### src/hdl/ims_pkg.sv
// package: register map, constants and carrier types of the sensor output bank
package ims_pkg;

  // ****************************************
  // register indices (byte address = 4 * index)
  // ****************************************
  localparam logic [7:0] IMS_IDX_ACCEL_X_LOW = 8'h19;
  localparam logic [7:0] IMS_IDX_ACCEL_X_HIGH = 8'h1A;
  localparam logic [7:0] IMS_IDX_ACCEL_Z_HIGH = 8'h1E;
  localparam logic [7:0] IMS_IDX_RATE_X_LOW = 8'h1F;
  localparam logic [7:0] IMS_IDX_RATE_Z_HIGH = 8'h24;
  localparam logic [7:0] IMS_IDX_FIELD_X_LOW = 8'h25;
  localparam logic [7:0] IMS_IDX_FIELD_Y_LOW = 8'h27;
  localparam logic [7:0] IMS_IDX_FIELD_Z_HIGH = 8'h2A;
  localparam logic [7:0] IMS_IDX_QUAT_INC_W_LOW = 8'h2D;
  localparam logic [7:0] IMS_IDX_QUAT_INC_Z_HIGH = 8'h34;
  localparam logic [7:0] IMS_IDX_VEL_INC_X_LOW = 8'h35;
  localparam logic [7:0] IMS_IDX_VEL_INC_Z_HIGH = 8'h3A;
  localparam logic [7:0] IMS_IDX_TEMPERATURE_OUT = 8'h3B;
  localparam logic [7:0] IMS_IDX_INTEGRATOR_STATUS_ONE = 8'h3C;
  localparam logic [7:0] IMS_IDX_CONFIG = 8'h40;
  localparam logic [7:0] IMS_IDX_NEW_FLAGS = 8'h41;

  // ****************************************
  // word store layout
  // ****************************************
  localparam int IMS_NWORDS = 16;
  localparam int IMS_W_ACCEL = 0;
  localparam int IMS_W_RATE = 3;
  localparam int IMS_W_FIELD = 6;
  localparam int IMS_W_QUAT = 9;
  localparam int IMS_W_VEL = 13;
  localparam int IMS_NFLAGS = 4;
  localparam int IMS_FLG_ACCEL = 0;
  localparam int IMS_FLG_RATE = 1;
  localparam int IMS_FLG_FIELD = 2;
  localparam int IMS_FLG_QUAT = 3;

  // ****************************************
  // reset values and codes
  // ****************************************
  localparam logic [15:0] IMS_WORD_RST = 16'h0000;
  localparam logic [7:0] IMS_BYTE_RST = 8'h00;
  localparam logic [31:0] IMS_DATA_ZERO = 32'h0000_0000;
  localparam logic [2:0] IMS_ODR_RST = 3'h0;
  localparam logic [2:0] IMS_ODR_LOW_LATENCY = 3'h7;

  // ****************************************
  // carrier types
  // ****************************************
  typedef struct packed {
    logic valid;
    logic [15:0] z;
    logic [15:0] y;
    logic [15:0] x;
  } ims_vec3_type;

  typedef struct packed {
    logic valid;
    logic [15:0] z;
    logic [15:0] y;
    logic [15:0] x;
    logic [15:0] w;
  } ims_quat_type;

  typedef struct packed {
    logic valid;
    logic [7:0] value;
  } ims_temp_type;

  typedef struct packed {
    logic field_bias_updated;
    logic rate_bias_updated;
    logic rate_z_clipped;
    logic rate_y_clipped;
    logic rate_x_clipped;
    logic accel_z_clipped;
    logic accel_y_clipped;
    logic accel_x_clipped;
  } ims_integ_type;

endpackage

### src/hdl/ims_output_regs.sv
// module: sensor output register bank behind an APB slave
//
// Operation
// accel X,Y,Z words at 0x19 to 0x1E
// low byte lower address, high byte next
// rate X,Y,Z words at 0x1F to 0x24
// field X,Y,Z words at 0x25 to 0x2A
// quaternion W,X,Y,Z words at 0x2D to 0x34
// velocity X,Y,Z words at 0x35 to 0x3A
// output rate code 111 loads low-latency rate
// self-test results load velocity registers
// temperature byte at 0x3B
// bit 7 flags field bias update
// bit 6 flags rate bias update
// bits 5..3 flag rate Z,Y,X clipping
// bits 2..0 flag accel Z,Y,X clipping
// new-sample flags set, cleared by read
// both bytes of a word update together
//
// Register access over APB was decided locally.
`timescale 1ns/10ps
module ims_output_regs (
  // clock and reset
  input wire logic clk_i,
  input wire logic rst_i,
  // apb slave
  input wire logic psel_i,
  input wire logic penable_i,
  input wire logic pwrite_i,
  input wire logic [11:0] paddr_i,
  input wire logic [31:0] pwdata_i,
  input wire logic [3:0] pstrb_i,
  output logic [31:0] prdata_o,
  output logic pready_o,
  output logic pslverr_o,
  // sample inputs
  input wire ims_pkg::ims_vec3_type accel_i,
  input wire ims_pkg::ims_vec3_type rate_i,
  input wire ims_pkg::ims_vec3_type field_i,
  input wire ims_pkg::ims_quat_type quat_i,
  input wire ims_pkg::ims_integ_type integ_i,
  input wire ims_pkg::ims_vec3_type vel_i,
  input wire ims_pkg::ims_vec3_type ll_rate_i,
  input wire ims_pkg::ims_vec3_type self_test_i,
  input wire ims_pkg::ims_temp_type temp_i,
  // configuration seen by the sensor side
  output logic [2:0] rate_output_rate_field_o
);
  import ims_pkg::*;

  // ****************************************
  // storage
  // ****************************************
  logic [15:0] word_r [IMS_NWORDS];
  logic [15:0] src_word [IMS_NWORDS];
  logic src_load [IMS_NWORDS];
  logic [7:0] temp_r;
  ims_integ_type status_r;
  logic [2:0] odr_r;
  logic [IMS_NFLAGS-1:0] flags_r;
  logic [IMS_NFLAGS-1:0] flags_nxt;
  logic [IMS_NFLAGS-1:0] clr_r;
  logic [IMS_NFLAGS-1:0] flag_set;
  logic [31:0] rd_data_r;
  logic err_r;
  ims_vec3_type vel_src;

  // ****************************************
  // apb decode
  // ****************************************
  logic setup;
  logic access;
  logic [7:0] idx;
  logic aligned;
  logic rd_hit;
  logic [31:0] rd_val;
  logic [7:0] off;
  logic [3:0] wsel;

  assign setup = psel_i & ~penable_i;
  assign access = psel_i & penable_i;
  assign idx = paddr_i[9:2];
  assign aligned = (paddr_i[1:0] == 2'h0) & (paddr_i[11:10] == 2'h0);

  // ****************************************
  // velocity source select
  // ****************************************
  // self test has priority: its results must not be overwritten mid-test
  always_comb begin
    vel_src = vel_i;
    if (self_test_i.valid) begin
      vel_src = self_test_i;
    end else if (odr_r == IMS_ODR_LOW_LATENCY) begin
      vel_src = ll_rate_i;
    end
  end

  // ****************************************
  // word load sources
  // ****************************************
  always_comb begin
    for (int k = 0; k < IMS_NWORDS; k++) begin
      src_word[k] = IMS_WORD_RST;
      src_load[k] = 1'b0;
    end
    for (int k = 0; k < 3; k++) begin
      src_word[IMS_W_ACCEL+k] = accel_i[16*k +: 16];
      src_load[IMS_W_ACCEL+k] = accel_i.valid;
      src_word[IMS_W_RATE+k] = rate_i[16*k +: 16];
      src_load[IMS_W_RATE+k] = rate_i.valid;
      src_word[IMS_W_FIELD+k] = field_i[16*k +: 16];
      src_load[IMS_W_FIELD+k] = field_i.valid;
      src_word[IMS_W_VEL+k] = vel_src[16*k +: 16];
      src_load[IMS_W_VEL+k] = vel_src.valid;
    end
    for (int k = 0; k < 4; k++) begin
      src_word[IMS_W_QUAT+k] = quat_i[16*k +: 16];
      src_load[IMS_W_QUAT+k] = quat_i.valid;
    end
  end

  // whole 16-bit words load at once, so both halves share one sample
  for (genvar g = 0; g < IMS_NWORDS; g++) begin : g_word
    always_ff @(posedge clk_i) begin
      if (rst_i) begin
        word_r[g] <= IMS_WORD_RST;
      end else if (src_load[g]) begin
        word_r[g] <= src_word[g];
      end
    end
  end

  // ****************************************
  // temperature and integrator status
  // ****************************************
  always_ff @(posedge clk_i) begin
    if (rst_i) begin
      temp_r <= IMS_BYTE_RST;
    end else if (temp_i.valid) begin
      temp_r <= temp_i.value;
    end
  end

  // status describes the output period of the quaternion just loaded
  always_ff @(posedge clk_i) begin
    if (rst_i) begin
      status_r <= IMS_BYTE_RST;
    end else if (quat_i.valid) begin
      status_r <= integ_i;
    end
  end

  // ****************************************
  // configuration
  // ****************************************
  always_ff @(posedge clk_i) begin
    if (rst_i) begin
      odr_r <= IMS_ODR_RST;
    end else if (access & pwrite_i & aligned & (idx == IMS_IDX_CONFIG) & pstrb_i[0]) begin
      odr_r <= pwdata_i[2:0];
    end
  end

  assign rate_output_rate_field_o = odr_r;

  // ****************************************
  // new-sample flags
  // ****************************************
  assign flag_set = {quat_i.valid, field_i.valid, rate_i.valid, accel_i.valid};

  // only flags seen by the read are cleared; a new sample wins over the clear
  always_comb begin
    flags_nxt = flags_r;
    if (access) begin
      flags_nxt = flags_r & ~clr_r;
    end
    flags_nxt = flags_nxt | flag_set;
  end

  always_ff @(posedge clk_i) begin
    if (rst_i) begin
      flags_r <= '0;
    end else begin
      flags_r <= flags_nxt;
    end
  end

  // ****************************************
  // read mux
  // ****************************************
  always_comb begin
    rd_val = IMS_DATA_ZERO;
    rd_hit = 1'b0;
    off = IMS_BYTE_RST;
    wsel = 4'h0;
    if (aligned) begin
      if ((idx >= IMS_IDX_ACCEL_X_LOW) && (idx <= IMS_IDX_FIELD_Z_HIGH)) begin
        off = idx - IMS_IDX_ACCEL_X_LOW;
        wsel = off[4:1];
        rd_hit = 1'b1;
      end else if ((idx >= IMS_IDX_QUAT_INC_W_LOW) && (idx <= IMS_IDX_VEL_INC_Z_HIGH)) begin
        off = idx - IMS_IDX_QUAT_INC_W_LOW;
        wsel = 4'(IMS_W_QUAT) + off[4:1];
        rd_hit = 1'b1;
      end
      if (rd_hit) begin
        // even offset is the low byte
        rd_val[7:0] = off[0] ? word_r[wsel][15:8] : word_r[wsel][7:0];
      end
      unique case (idx)
        IMS_IDX_TEMPERATURE_OUT: begin
          rd_val[7:0] = temp_r;
          rd_hit = 1'b1;
        end
        IMS_IDX_INTEGRATOR_STATUS_ONE: begin
          rd_val[7:0] = status_r;
          rd_hit = 1'b1;
        end
        IMS_IDX_CONFIG: begin
          rd_val[2:0] = odr_r;
          rd_hit = 1'b1;
        end
        IMS_IDX_NEW_FLAGS: begin
          rd_val[IMS_NFLAGS-1:0] = flags_r;
          rd_hit = 1'b1;
        end
        default: begin
        end
      endcase
    end
  end

  // ****************************************
  // apb response
  // ****************************************
  // read data captured in setup so it is a flop output in the access phase
  always_ff @(posedge clk_i) begin
    if (rst_i) begin
      rd_data_r <= IMS_DATA_ZERO;
      err_r <= 1'b0;
      clr_r <= '0;
    end else if (setup) begin
      rd_data_r <= pwrite_i ? IMS_DATA_ZERO : rd_val;
      err_r <= ~rd_hit;
      clr_r <= (~pwrite_i & aligned & (idx == IMS_IDX_NEW_FLAGS)) ?
               rd_val[IMS_NFLAGS-1:0] : '0;
    end
  end

  assign prdata_o = rd_data_r;
  assign pready_o = 1'b1;
  assign pslverr_o = access & err_r;

  logic rd_setup;
  assign rd_setup = setup & ~pwrite_i & aligned;
endmodule

### config.mk
export PLATFORM = sky130hd
export DESIGN_NAME = ims_output_regs
export DESIGN_NICKNAME = d
export VERILOG_FILES = /design/src/hdl/ims_pkg.sv /design/src/hdl/ims_output_regs.sv
export SDC_FILE = /design/constraint.sdc
export NUM_CORES = 1
export LEC_CHECK = 0
export ABC_AREA = 1
export BUFFER_PORTS_ARGS = -buffer_cell sky130_fd_sc_hd__buf_2
export CORE_MARGIN = 3
export CORE_UTILIZATION = 40
export DETAILED_ROUTE_END_ITERATION = 10
export GPL_ROUTABILITY_DRIVEN = 0
export GPL_TIMING_DRIVEN = 0
export HOLD_SLACK_MARGIN = 0.06
export PLACE_DENSITY_LB_ADDON = 0.05
export SLEW_MARGIN = 40
export SYNTH_ARGS = -nofsm -noshare
export SYNTH_HDL_FRONTEND = slang
export SYNTH_SLANG_ARGS = --single-unit
### constraint.sdc
create_clock -name clk_i -period 5.75 [get_ports clk_i]
set_clock_uncertainty 0.1 [all_clocks]
set_input_delay 0.2875 -clock clk_i [delete_from_list [all_inputs] [get_ports clk_i]]
set_output_delay 0.2875 -clock clk_i [all_outputs]
set_load 0.01 [all_outputs]
* Word-level counts from Yosys, hierarchy flattened
Memory sizes are Yosys's and may differ from the RTL's. Cells that the tools add are included.
Cells by class: add/sub/neg operators 3, order comparisons 4, eq/ne operators 5, bitwise operators 32, mux-type cells 55, reductions and logical operators 5
Operators with widths (count):
- 16-bit two-way mux | 16
- 49-bit two-way mux | 2
- 8-bit two-way mux | 4
- 1-bit two-way mux | 25
- 4-bit two-way mux | 5
- 8-bit by 6-bit equality test with 1-bit output, second input constant | 2
- 8-bit by 7-bit equality test with 1-bit output, second input constant | 2
- 8-bit by 6-bit <= comparator with 1-bit output, second input constant | 2
- 1-bit bitwise OR | 16
- 3-bit one-hot mux with 4 select lines | 1
- 1-bit bitwise AND | 10
- 8-bit by 5-bit greater-or-equal comparator with 1-bit output, second input constant | 1
- 8-bit by 6-bit greater-or-equal comparator with 1-bit output, second input constant | 1
- 4-bit one-hot mux with 2 select lines | 1
- 5-bit by 4-bit subtractor with 5-bit output, second input constant | 1
- 5-bit subtractor, second input constant | 1
- 4-bit adder, first input constant | 1
- 4-bit bitwise AND | 1
- 2-bit zero test | 2
- 4-bit inverter | 1
- 4-bit bitwise OR | 1
- 4-bit OR reduction | 1
- 3-bit equality test, second input constant | 1
- 1-bit inverter | 3
- 2 further kinds | 3
Word-level totals: memories kept 1, word-level logic and storage cells 119, register bits after elaboration 60, output and inout bits 37, memory bits (writable) 256
Memory list:
- word_r | words 16, width 16, rd ports 1, clocked after memory_dff 0, write ports 16, line ims_output_regs.sv:54 | logic [15:0] word_r [IMS_NWORDS];

* Longest topological paths before layout
Gate-level depths: netlist (run 1). An unclocked memory read counts as a cell.
depth in word-level cells 11, mapped depth 20, depth with buffers taken out 19

* Worst setup path before layout (run 1)
No wires, ideal clock.
path kind input port to flip-flop, start point input quat_i[64] (netlist bit), end point memory word_r[10][0] (enable), setup slack 2.622 ns, path buffers 2, arrival time 2.578 ns, stages on the path 3, data required time 5.199 ns, cell sequence clkbuf_1 > or2_2 > clkbuf_1
RTL lines:
- start: declaration | line ims_output_regs.sv:40 | input wire ims_pkg::ims_quat_type quat_i,
- end: declaration | line ims_output_regs.sv:54

==> results of run 1 <==
worst paths after layout:
kind | from | to | slack [ps] | cells past startpoint
worst max-delay path | rst_i | word_r[6][10] | 2230 | 8
worst min-delay path | self_test_i[43] | word_r[15][11] | 80 | 3
worst max register to register | rate_output_rate_field_o[2] | word_r[13][8] | 2690 | 9
worst min register to register | flags_r[3] | flags_r[3] | 360 | 2
worst max-delay path, cell delays in order:
cell	delay, ps
dlygate4sd3_1	520
buf_2	320
inv_1	270
clkbuf_1	430
nand2_1	320
clkbuf_1	640
buf_1	690
nor2_1	150
cell type report:
class                   instances  area (µm²)  area share
plain buffers                 134         732      0.0332
clock buffers                  45         913      0.0415
clock inverters                15        88.8     0.00403
inverters                     287        1080      0.0490
multi-input cells            1213        5380       0.244
flip-flops and latches        292        8410       0.382
well taps                     511         639      0.0290
repair buffers                676        4780       0.217
state kept, by name (all words and copies together) (netlist names):
register and count:
temp_r 8, flags_r 4, prdata_o 8, err_r 1, status_r 8, rate_output_rate_field_o 3, clr_r 4, word_r 256
stage by stage:
stage | std cells | cell area [µm²] | hold slack (ps) | utilization
3_3_place_gp | 2841 | 18200 | 353 | 0.481
2_1_floorplan | 1926 | 15600 | 257 | -
4_1_cts | 3173 | 22000 | 74.1 | 0.580
3_5_place_dp | 2844 | 18300 | 354 | 0.483
6_report | 3173 | 22000 | 81.8 | 0.580
5_1_grt | 3173 | 22000 | 77.3 | 0.580
layer usage:
layer	share of wire	vias up
li1	-	7539
met1	0.39	7268
met2	0.48	737
met3	0.082	143
met4	0.043	0
met5	0	-
synthesized netlist by cell type (all sizes together):
| master | count |
|---|---|
| nand2 | 407 |
| nand3 | 298 |
| nor2 | 291 |
| inv | 286 |
| edfxtp | 256 |
| a21oi | 116 |
| buf | 72 |
| clkbuf | 62 |
| dfxtp | 36 |
| o21ai | 31 |
| nand3b | 10 |
| ha | 6 |
| nor3 | 5 |
| xor2 | 5 |
| or2 | 4 |
| a2111oi | 3 |
| nand4 | 3 |
| o22ai | 3 |
| conb | 2 |
| nor4 | 2 |
| a211oi | 1 |
| a31oi | 1 |
| clkinv | 1 |
| o2bb2ai | 1 |
| xnor2 | 1 |
timing repair:
| action | 4_1_cts | 5_1_grt |
|---|---|---|
| setup buffers | 0 | 0 |
| hold buffers | 269 | 0 |
| gates resized for setup | 0 | 0 |
| endpoints found under the hold margin | 265 | 0 |
| setup endpoints to repair | 0 | 0 |
cells in the final DEF (no fill, tap or decap), types with 4 or more instances in the layout:
master / Yosys / final
buf_2: 22 / 426
clkinv_2: 1 / 7
inv_1: 281 / 281
nand3_1: 291 / 291
clkinv_1: 0 / 7
buf_4: 40 / 40
ha_1: 6 / 6
dlygate4sd3_1: 0 / 269
xor2_1: 5 / 5
nand3_2: 5 / 5
dfxtp_1: 36 / 36
inv_2: 5 / 5
edfxtp_1: 256 / 256
clkbuf_16: 0 / 35
o21ai_0: 29 / 29
buf_6: 6 / 6
a21oi_1: 115 / 115
buf_1: 4 / 4
nor3_1: 5 / 4
clkbuf_1: 62 / 69
nor2_1: 291 / 291
conb_1: 2 / 25
nand2_1: 404 / 403
nand3b_1: 10 / 10
report_power, final:
part           switching, mW  internal, mW  total (mW)
Combinational          0.718         0.468        1.19
Sequential            0.0479          2.48        2.53
Clock                  0.860          1.12        1.98
Total                   1.63          4.07        5.69
cells by family (layout without fill, tap and decap cells):
family          Yosys count  in the layout  synth area share
other cells               2             25          0.000485
compound gates          156            156            0.0524
buf+inv                 421           1157             0.117
simple gates           1020           1020             0.279
flops                   292            292             0.543
xor+xnor                  6              6           0.00339
fa+ha+maj                 6              6           0.00485
==> impl_metrics.py, run 1 <==
metrics = {
    "outcome": {
        "status": "finished, final reports clean",
    },
    "floorplanning": {
        "pin_count": 466,
        "die_area_mm2": 0.0411,
        "dieHeight_um": 203,
        "std_cell_rows": 71,
        "start_util": 0.408,
        "core_mm2": 0.0379,
        "fp.dieW_um": 203,
    },
    "logic_synthesis": {
        "netlist-cell-type-count": 35,
        "synthTopCellsByArea": "edfxtp_1 (50%), nand2_1 (9.8%), nand3_1 (9.4%)",
        "synth_area_mm2": 0.0155,
        "yosys_register_bits": 292,
        "yosysTopAreaCell": "edfxtp_1",
        "syn_area_per_cell_um2": 8.14,
        "yosysSeqAreaShare": 0.543,
        "yosysWarningCount": 0,
        "syn_inst": 1903,
        "synth.top_cell.area_share": 0.496,
    },
    "sta": {
        "max_freq_mhz": 284,
        "tightest_slew_ps": 891,
        "rsz0062_at_grt": "false",
        "finalMaxSlewViolations": 0,
        "maxSlewHeadroom": 0.406,
        "fin_crit_sh": 0.613,
        "min_period_ps": 3520,
        "tns_ps": 0,
        "setup_viol_count_final": 0,
        "hold_violations": 0,
        "finalWorstSetupSlack_ps": 2230,
    },
    "global_routing": {
        "grtUsageTotal": 0.293,
        "gr-total-overflow": 0,
        "grt_pass1_wl_um": 90500,
        "grt_start_max_net_pins": 49,
        "grt_pass1_vias": 15700,
        "antenna_found_initial": 0,
        "use_met2": 0.505,
        "busiest_layer": "met2",
        "met1_usage": 0.363,
        "met3_usage": 0.0595,
    },
    "detailed_routing": {
        "wl_per_cell_um": 19.5,
        "drt-initial-drc-count": 1259,
        "num_vias": 15700,
        "route.detailed.drc": 0,
        "totalWireLength_um": 62000,
        "postRouteAntennaNets": 0,
        "viasPerCell": 4.94,
        "dr.pass1.iters": 5,
    },
    "power": {
        "power_density_mw_per_mm2": 259,
        "power_mw": 5.69,
        "p_leak_nw": 10.5,
        "vdd_drop_max_uv": 163,
    },
    "clocking": {
        "path_clk_slew_ps": 60,
        "clk-insertion-delay-late_ps": 520,
        "root_buffer": "clkbuf_16",
        "cts_made_buffers": 34,
        "clkSinkCount": 292,
        "ctsLongestPathBuffers": 3,
        "cts_tree": "done",
        "htreeDepth": 2,
    },
    "critical_path": {
        "worstPathArrival_ps": 3650,
        "worst-path-max-fanout": 10,
        "cp-start-kind": "input pin",
        "worst_setup_path_end_kind": "flop",
        "critPathRequiredTime_ps": 5880,
        "crit_type": "input pin to flop",
    },
    "place": {
        "place_ws_ps": 2040,
        "io_buffer_count": 404,
        "place_hpwl_um": 45400,
    },
    "finish": {
        "fillCellCount": 3514,
        "synthToLayoutAreaGrowth_pct": 42.2,
        "final_nets": 3073,
        "drive_above_1_share": 0.205,
        "n_antenna_cell": 0,
    },
    "hold_path": {
        "hold_class": "input pin to flop",
    },
    "run": {
        "maxCapViolations": 0,
    },
}
No activity file was read; power rests on OpenSTA's default activity.
==> run 2: changes to the inputs <==
clock period = 3.15 ns   (was 5.75 ns; I/O delays follow)
==> run 2 against run 1 <==
Against the previous run:
- global-route usage is 0.44 points higher
- sequential share of layout area down 1.1 points
- register-to-register slack got worse by 2500 ps
- critical path depth rose by 9
- clock-buffer cell count is the same
- hold slack got worse by 65 ps
- final area increased by 2.9%
==> impl_metrics.py, run 2 (synthesized netlist as in run 1, its figures left out) <==
metrics = {
    "critical_path": {
        "crit_type": "input pin to flop",
        "reg2reg_to": "word_r[14][11]",
        "regToRegSetupSlack_ps": 200,
        "cp_slowest_cell": "clkbuf_1",
        "worstSetupPathDepth": 17,
        "path_delay_family": "simple AND/OR/NAND/NOR gates",
        "startpoint": "paddr_i[2]",
        "max_stage_delay_ps": 510,
        "critPathRequiredTime_ps": 3460,
        "critPathCapture": "prdata_o[7]",
        "crit_chain": "buf_2 -> inv_1 -> ha_1 -> xnor2_1 -> ha_1 -> nand3_1 -> nand2_1 -> nand2_1 -> clkinv_2 -> clkbuf_1 -> nand3_1 -> nand3_1 -> nand3_1 -> nand3_1 -> nand3_1 -> nand2_1 -> a21oi_1",
        "worst_setup_path_end_kind": "flop",
        "critPathBufInv": 4,
        "worst-path-max-fanout": 10,
        "cp-start-kind": "input pin",
        "r2r-start": "rate_output_rate_field_o[2]",
        "cpMostUsedCell": "nand3_1",
        "worstPathArrival_ps": 3390,
        "worstRegToRegCells": 10,
    },
    "finish": {
        "drive_above_1_share": 0.201,
        "synthToLayoutAreaGrowth_pct": 46.3,
        "finalNonFillerCells": 3236,
        "final_cell_mix": "buf_2 (426), nand2_1 (403), dlygate4sd3_1 (330), nor2_1 (291), nand3_1 (291)",
        "largest_register_ffs": 256,
        "layout_commonest_cell": "buf_2",
        "final_nets": 3134,
        "regMostFlops": "word_r",
    },
    "detailed_routing": {
        "viasPerCell": 4.95,
        "wl_per_cell_um": 19.5,
        "totalWireLength_um": 63000,
        "route.detailed.drc": 0,
        "drt-initial-drc-count": 1396,
        "dr.pass1.iters": 6,
        "postRouteAntennaNets": 0,
        "num_vias": 16000,
    },
    "power": {
        "p_leak_nw": 10.8,
        "internal_power_mw": 7.48,
        "vdd_drop_max_uv": 297,
        "power_density_mw_per_mm2": 462,
        "pwr-share-seq": 0.441,
        "power_switching_mw": 2.99,
        "p_comb_frac": 0.213,
        "power_mw": 10.5,
        "p_sw_frac": 0.285,
        "pwr-share-clk": 0.346,
    },
    "sta": {
        "hold_violations": 0,
        "min_period_ps": 3080,
        "rsz0062_at_grt": "false",
        "maxSlewHeadroom": 0.409,
        "setup_viol_count_final": 0,
        "finalMaxSlewViolations": 0,
        "tightest_slew_ps": 886,
        "max_freq_mhz": 325,
        "hold-worst-slack_ps": 17.3,
        "fin_crit_sh": 0.978,
    },
    "clocking": {
        "post_cts_buffers": 0,
        "clkSinkCount": 292,
        "clk-insertion-delay-late_ps": 530,
        "htreeDepth": 2,
        "path_clk_slew_ps": 50,
        "root_buffer": "clkbuf_16",
        "cts_tree": "done",
        "cts_made_buffers": 34,
        "ctsLongestPathBuffers": 3,
    },
    "global_routing": {
        "gr-total-overflow": 0,
        "busiest_layer": "met2",
        "use_met2": 0.515,
        "grt_pass1_wl_um": 92000,
        "grtUsageTotal": 0.298,
        "met3_usage": 0.0603,
        "grt_start_max_net_pins": 49,
        "met1_usage": 0.368,
        "antenna_found_initial": 2,
        "grt_pass1_vias": 16000,
    },
    "floorplanning": {
        "dieHeight_um": 203,
        "std_cell_rows": 71,
        "core_mm2": 0.0379,
        "fp.dieW_um": 203,
        "pin_count": 466,
        "start_util": 0.408,
        "die_area_mm2": 0.0411,
    },
    "run": {
        "maxCapViolations": 0,
    },
    "place": {
        "dp_cells": 2844,
        "io_buffer_count": 404,
        "place_hpwl_um": 45400,
    },
    "hold_path": {
        "hold_class": "input pin to flop",
        "hold_depth": 6,
    },
    "outcome": {
        "status": "finished, final reports clean",
    },
}
-- run 2: metal layers --
metal / vias to the layer above / wire length (µm)
met5: - / 0
met4: 0 / 2570
li1: 7666 / -
met3: 128 / 4930
met2: 773 / 30400
met1: 7442 / 25100
-- run 2: worst reg2reg max path, cell delays in order, from the launching register on --
cell and delay (ps):
dfxtp_1 320, inv_1 90, nor3_4 470, inv_1 180
clkbuf_1 290, clkbuf_1 310, nand2_1 120, a21oi_1 70
a21oi_1 140, dlygate4sd3_1 550, nor2_1 40
-- run 2: power groups by stage --
| stage | logic (mW) | registers (mW) | clock network, mW |
|---|---|---|---|
| final | 2.23 | 4.61 | 3.62 |
| after global routing | 2.41 | 4.64 | 3.82 |
| after CTS | 2.18 | 4.61 | 3.65 |
| after detailed placement | 1.86 | 4.69 | 0 |
| after global placement | 1.83 | 4.70 | 0 |
| after floorplan | 1.03 | 4.66 | 0 |
-- run 2: cell type report --
| cell class | count | area [µm²] |
|---|---|---|
| fillers | 3417 | 15300 |
| diodes | 2 | 5.00 |
| plain buffers | 134 | 734 |
| clock buffers | 45 | 913 |
| repair buffers | 737 | 5390 |
| multi-input cells | 1213 | 5390 |
| flip-flops and latches | 292 | 8410 |
| clock inverters | 15 | 88.8 |
| inverters | 287 | 1080 |
| well taps | 511 | 639 |
-- run 2: worst min path at each step --
stage,from,to
6_report,paddr_i[1],clr_r[3]
5_1_grt,paddr_i[0],clr_r[3]
4_1_cts,ll_rate_i[6],word_r[13][6]
3_5_place_dp,temp_i[3],temp_r[3]
3_3_place_gp,temp_i[3],temp_r[3]
2_1_floorplan,rst_i,clr_r[3]
-- run 2: stage by stage --
stage	area (µm²)	setup slack (ps)	utilization	setup TNS (ps)
after detailed placement	18300	-434	0.483	-3330
after CTS	22600	29.1	0.596	0
after global routing	22700	35.9	0.597	0
after global placement	18200	-1030	0.481	-129530
after floorplan	15600	152	-	0
final	22700	70.7	0.597	0
-- run 2: timing repair --
action / 4_1_cts / 5_1_grt
gates resized for setup: 0 / 6
setup endpoints to repair: 0 / 22
endpoints found under the hold margin: 294 / 6
hold buffers: 329 / 2
==> run 3: changes to the inputs <==
GPL_TIMING_DRIVEN = unset   (was 0)
SETUP_SLACK_MARGIN = 0.3   (was unset)
==> run 3 against run 2 <==
Against the previous run:
- clock power up 2%
- non-clock buffer count down 80
- clock-buffer cell count decreased by 1
- maximum frequency rose by 20%
- core utilization decreased by 0.48 points
- critical path depth is 7 lower
==> impl_metrics.py, run 3 (synthesized netlist as in run 1, its figures left out) <==
metrics = {
    "floorplanning": {
        "std_cell_rows": 71,
        "start_util": 0.408,
        "dieHeight_um": 203,
        "fp.dieW_um": 203,
        "pin_count": 466,
        "die_area_mm2": 0.0411,
        "core_mm2": 0.0379,
    },
    "power": {
        "p_leak_nw": 10.7,
        "vdd_drop_max_uv": 342,
        "power_density_mw_per_mm2": 462,
        "power_mw": 10.4,
    },
    "sta": {
        "min_period_ps": 2580,
        "maxSlewHeadroom": 0.587,
        "fin_crit_sh": 0.818,
        "finalMaxSlewViolations": 0,
        "max_freq_mhz": 388,
        "hold_violations": 0,
        "setup_viol_count_final": 0,
        "tns_ps": 0,
        "tightest_slew_ps": 618,
        "rsz0062_at_grt": "false",
    },
    "global_routing": {
        "grt_start_max_net_pins": 87,
        "gr-total-overflow": 0,
        "grt_pass1_wl_um": 84600,
        "antenna_found_initial": 7,
        "grtUsageTotal": 0.263,
        "grt_pass1_vias": 15700,
    },
    "clocking": {
        "post_cts_buffers": 0,
        "root_buffer": "clkbuf_16",
        "htreeDepth": 2,
        "clkSinkCount": 292,
        "clk-insertion-delay-late_ps": 510,
        "ctsLongestPathBuffers": 3,
        "path_clk_slew_ps": 50,
        "cts_tree": "done",
        "cts_made_buffers": 35,
    },
    "finish": {
        "postLayoutCoreUtil": 0.592,
        "final_nets": 3055,
        "regMostFlops": "word_r",
        "drive_above_1_share": 0.199,
        "final_cell_area_mm2": 0.0225,
        "final_cell_mix": "buf_2 (408), nand2_1 (398), dlygate4sd3_1 (344), nor2_1 (291), nand3_1 (291)",
        "layout_commonest_cell": "buf_2",
        "multiInputGateArea_mm2": 0.00541,
        "largest_register_ffs": 256,
        "fillCellCount": 3430,
        "synthToLayoutAreaGrowth_pct": 45.1,
        "final-seq-area_mm2": 0.00841,
    },
    "critical_path": {
        "worstRegToRegCells": 9,
        "worst-path-max-fanout": 6,
        "crit_type": "input pin to flop",
        "critPathRequiredTime_ps": 3440,
        "cp-start-kind": "input pin",
        "crit_chain": "dlygate4sd3_1 -> buf_2 -> nor4_2 -> dlygate4sd3_1 -> inv_1 -> nor4_1 -> inv_1 -> o21ai_0 -> a21oi_1 -> dlygate4sd3_1",
        "cp_slowest_cell": "dlygate4sd3_1",
        "worst_setup_path_end_kind": "flop",
        "max_stage_delay_ps": 600,
        "cpMostUsedCell": "dlygate4sd3_1",
        "worstPathArrival_ps": 2860,
    },
    "run": {
        "maxCapViolations": 0,
    },
    "hold_path": {
        "hold_depth": 5,
        "hold_class": "input pin to flop",
    },
    "outcome": {
        "status": "finished, final reports clean",
    },
    "detailed_routing": {
        "viasPerCell": 4.89,
        "postRouteAntennaNets": 0,
        "drt-initial-drc-count": 1111,
        "num_vias": 15400,
        "route.detailed.drc": 0,
        "dr.pass1.iters": 5,
        "totalWireLength_um": 55100,
        "wl_per_cell_um": 17.5,
    },
    "place": {
        "place_hpwl_um": 37300,
        "io_buffer_count": 408,
        "placed_cell_area_mm2": 0.0180,
    },
}
==> run 3: final cells by class <==
type / instances / share of cell area
diodes: 4 / 0.000445
clock buffers: 44 / 0.0405
clock inverters: 15 / 0.00479
inverters: 287 / 0.0481
multi-input cells: 1213 / 0.241
flip-flops and latches: 292 / 0.374
well taps: 511 / 0.0285
repair buffers: 791 / 0.263
==> run 3: critical path: cells and delay by family <==
| family | cells | cell delay (ps) |
|---|---|---|
| compound gates | 2 | 220 |
| buf+inv | 6 | 2020 |
| simple gates | 2 | 480 |
==> run 3: metrics by stage <==
stage                     setup WS [ps]  hold WS [ps]  cells
final                               575          74.3   3157
after global routing                361          91.4   3157
after CTS                           510          60.3   3153
after detailed placement            210           293   2750
after global placement              277           290   2750
after floorplan                     560           127   1926
==> run 3: worst paths after layout <==
kind / start / to / slack (ps)
worst min register to register: flags_r[3] / flags_r[3] / 360
worst max-delay path: paddr_i[0] / rate_output_rate_field_o[2] / 570
worst min-delay path: vel_i[42] / word_r[15][10] / 70
worst max register to register: rate_output_rate_field_o[0] / word_r[14][12] / 610
==> run 3: power by group <==
part | switching (mW) | leakage, nW | total (mW) | internal (mW)
Combinational | 1.20 | 7.11 | 2.09 | 0.888
Clock | 1.56 | 0.506 | 3.68 | 2.13
Sequential | 0.0798 | 3.08 | 4.60 | 4.52
Total | 2.84 | 10.7 | 10.4 | 7.54
==> run 3: layer usage <==
metal,global-route usage,routed length [µm]
met1,0.348,23100
met2,0.439,26100
met3,0.0361,3650
met4,0.107,2260
met5,0,21
==> run 3: timing repair <==
item                                    4_1_cts  5_1_grt
hold buffers                                344        0
hold endpoints to repair                    292        0
endpoints found under the setup margin        0        1
gates resized for setup                       0        1
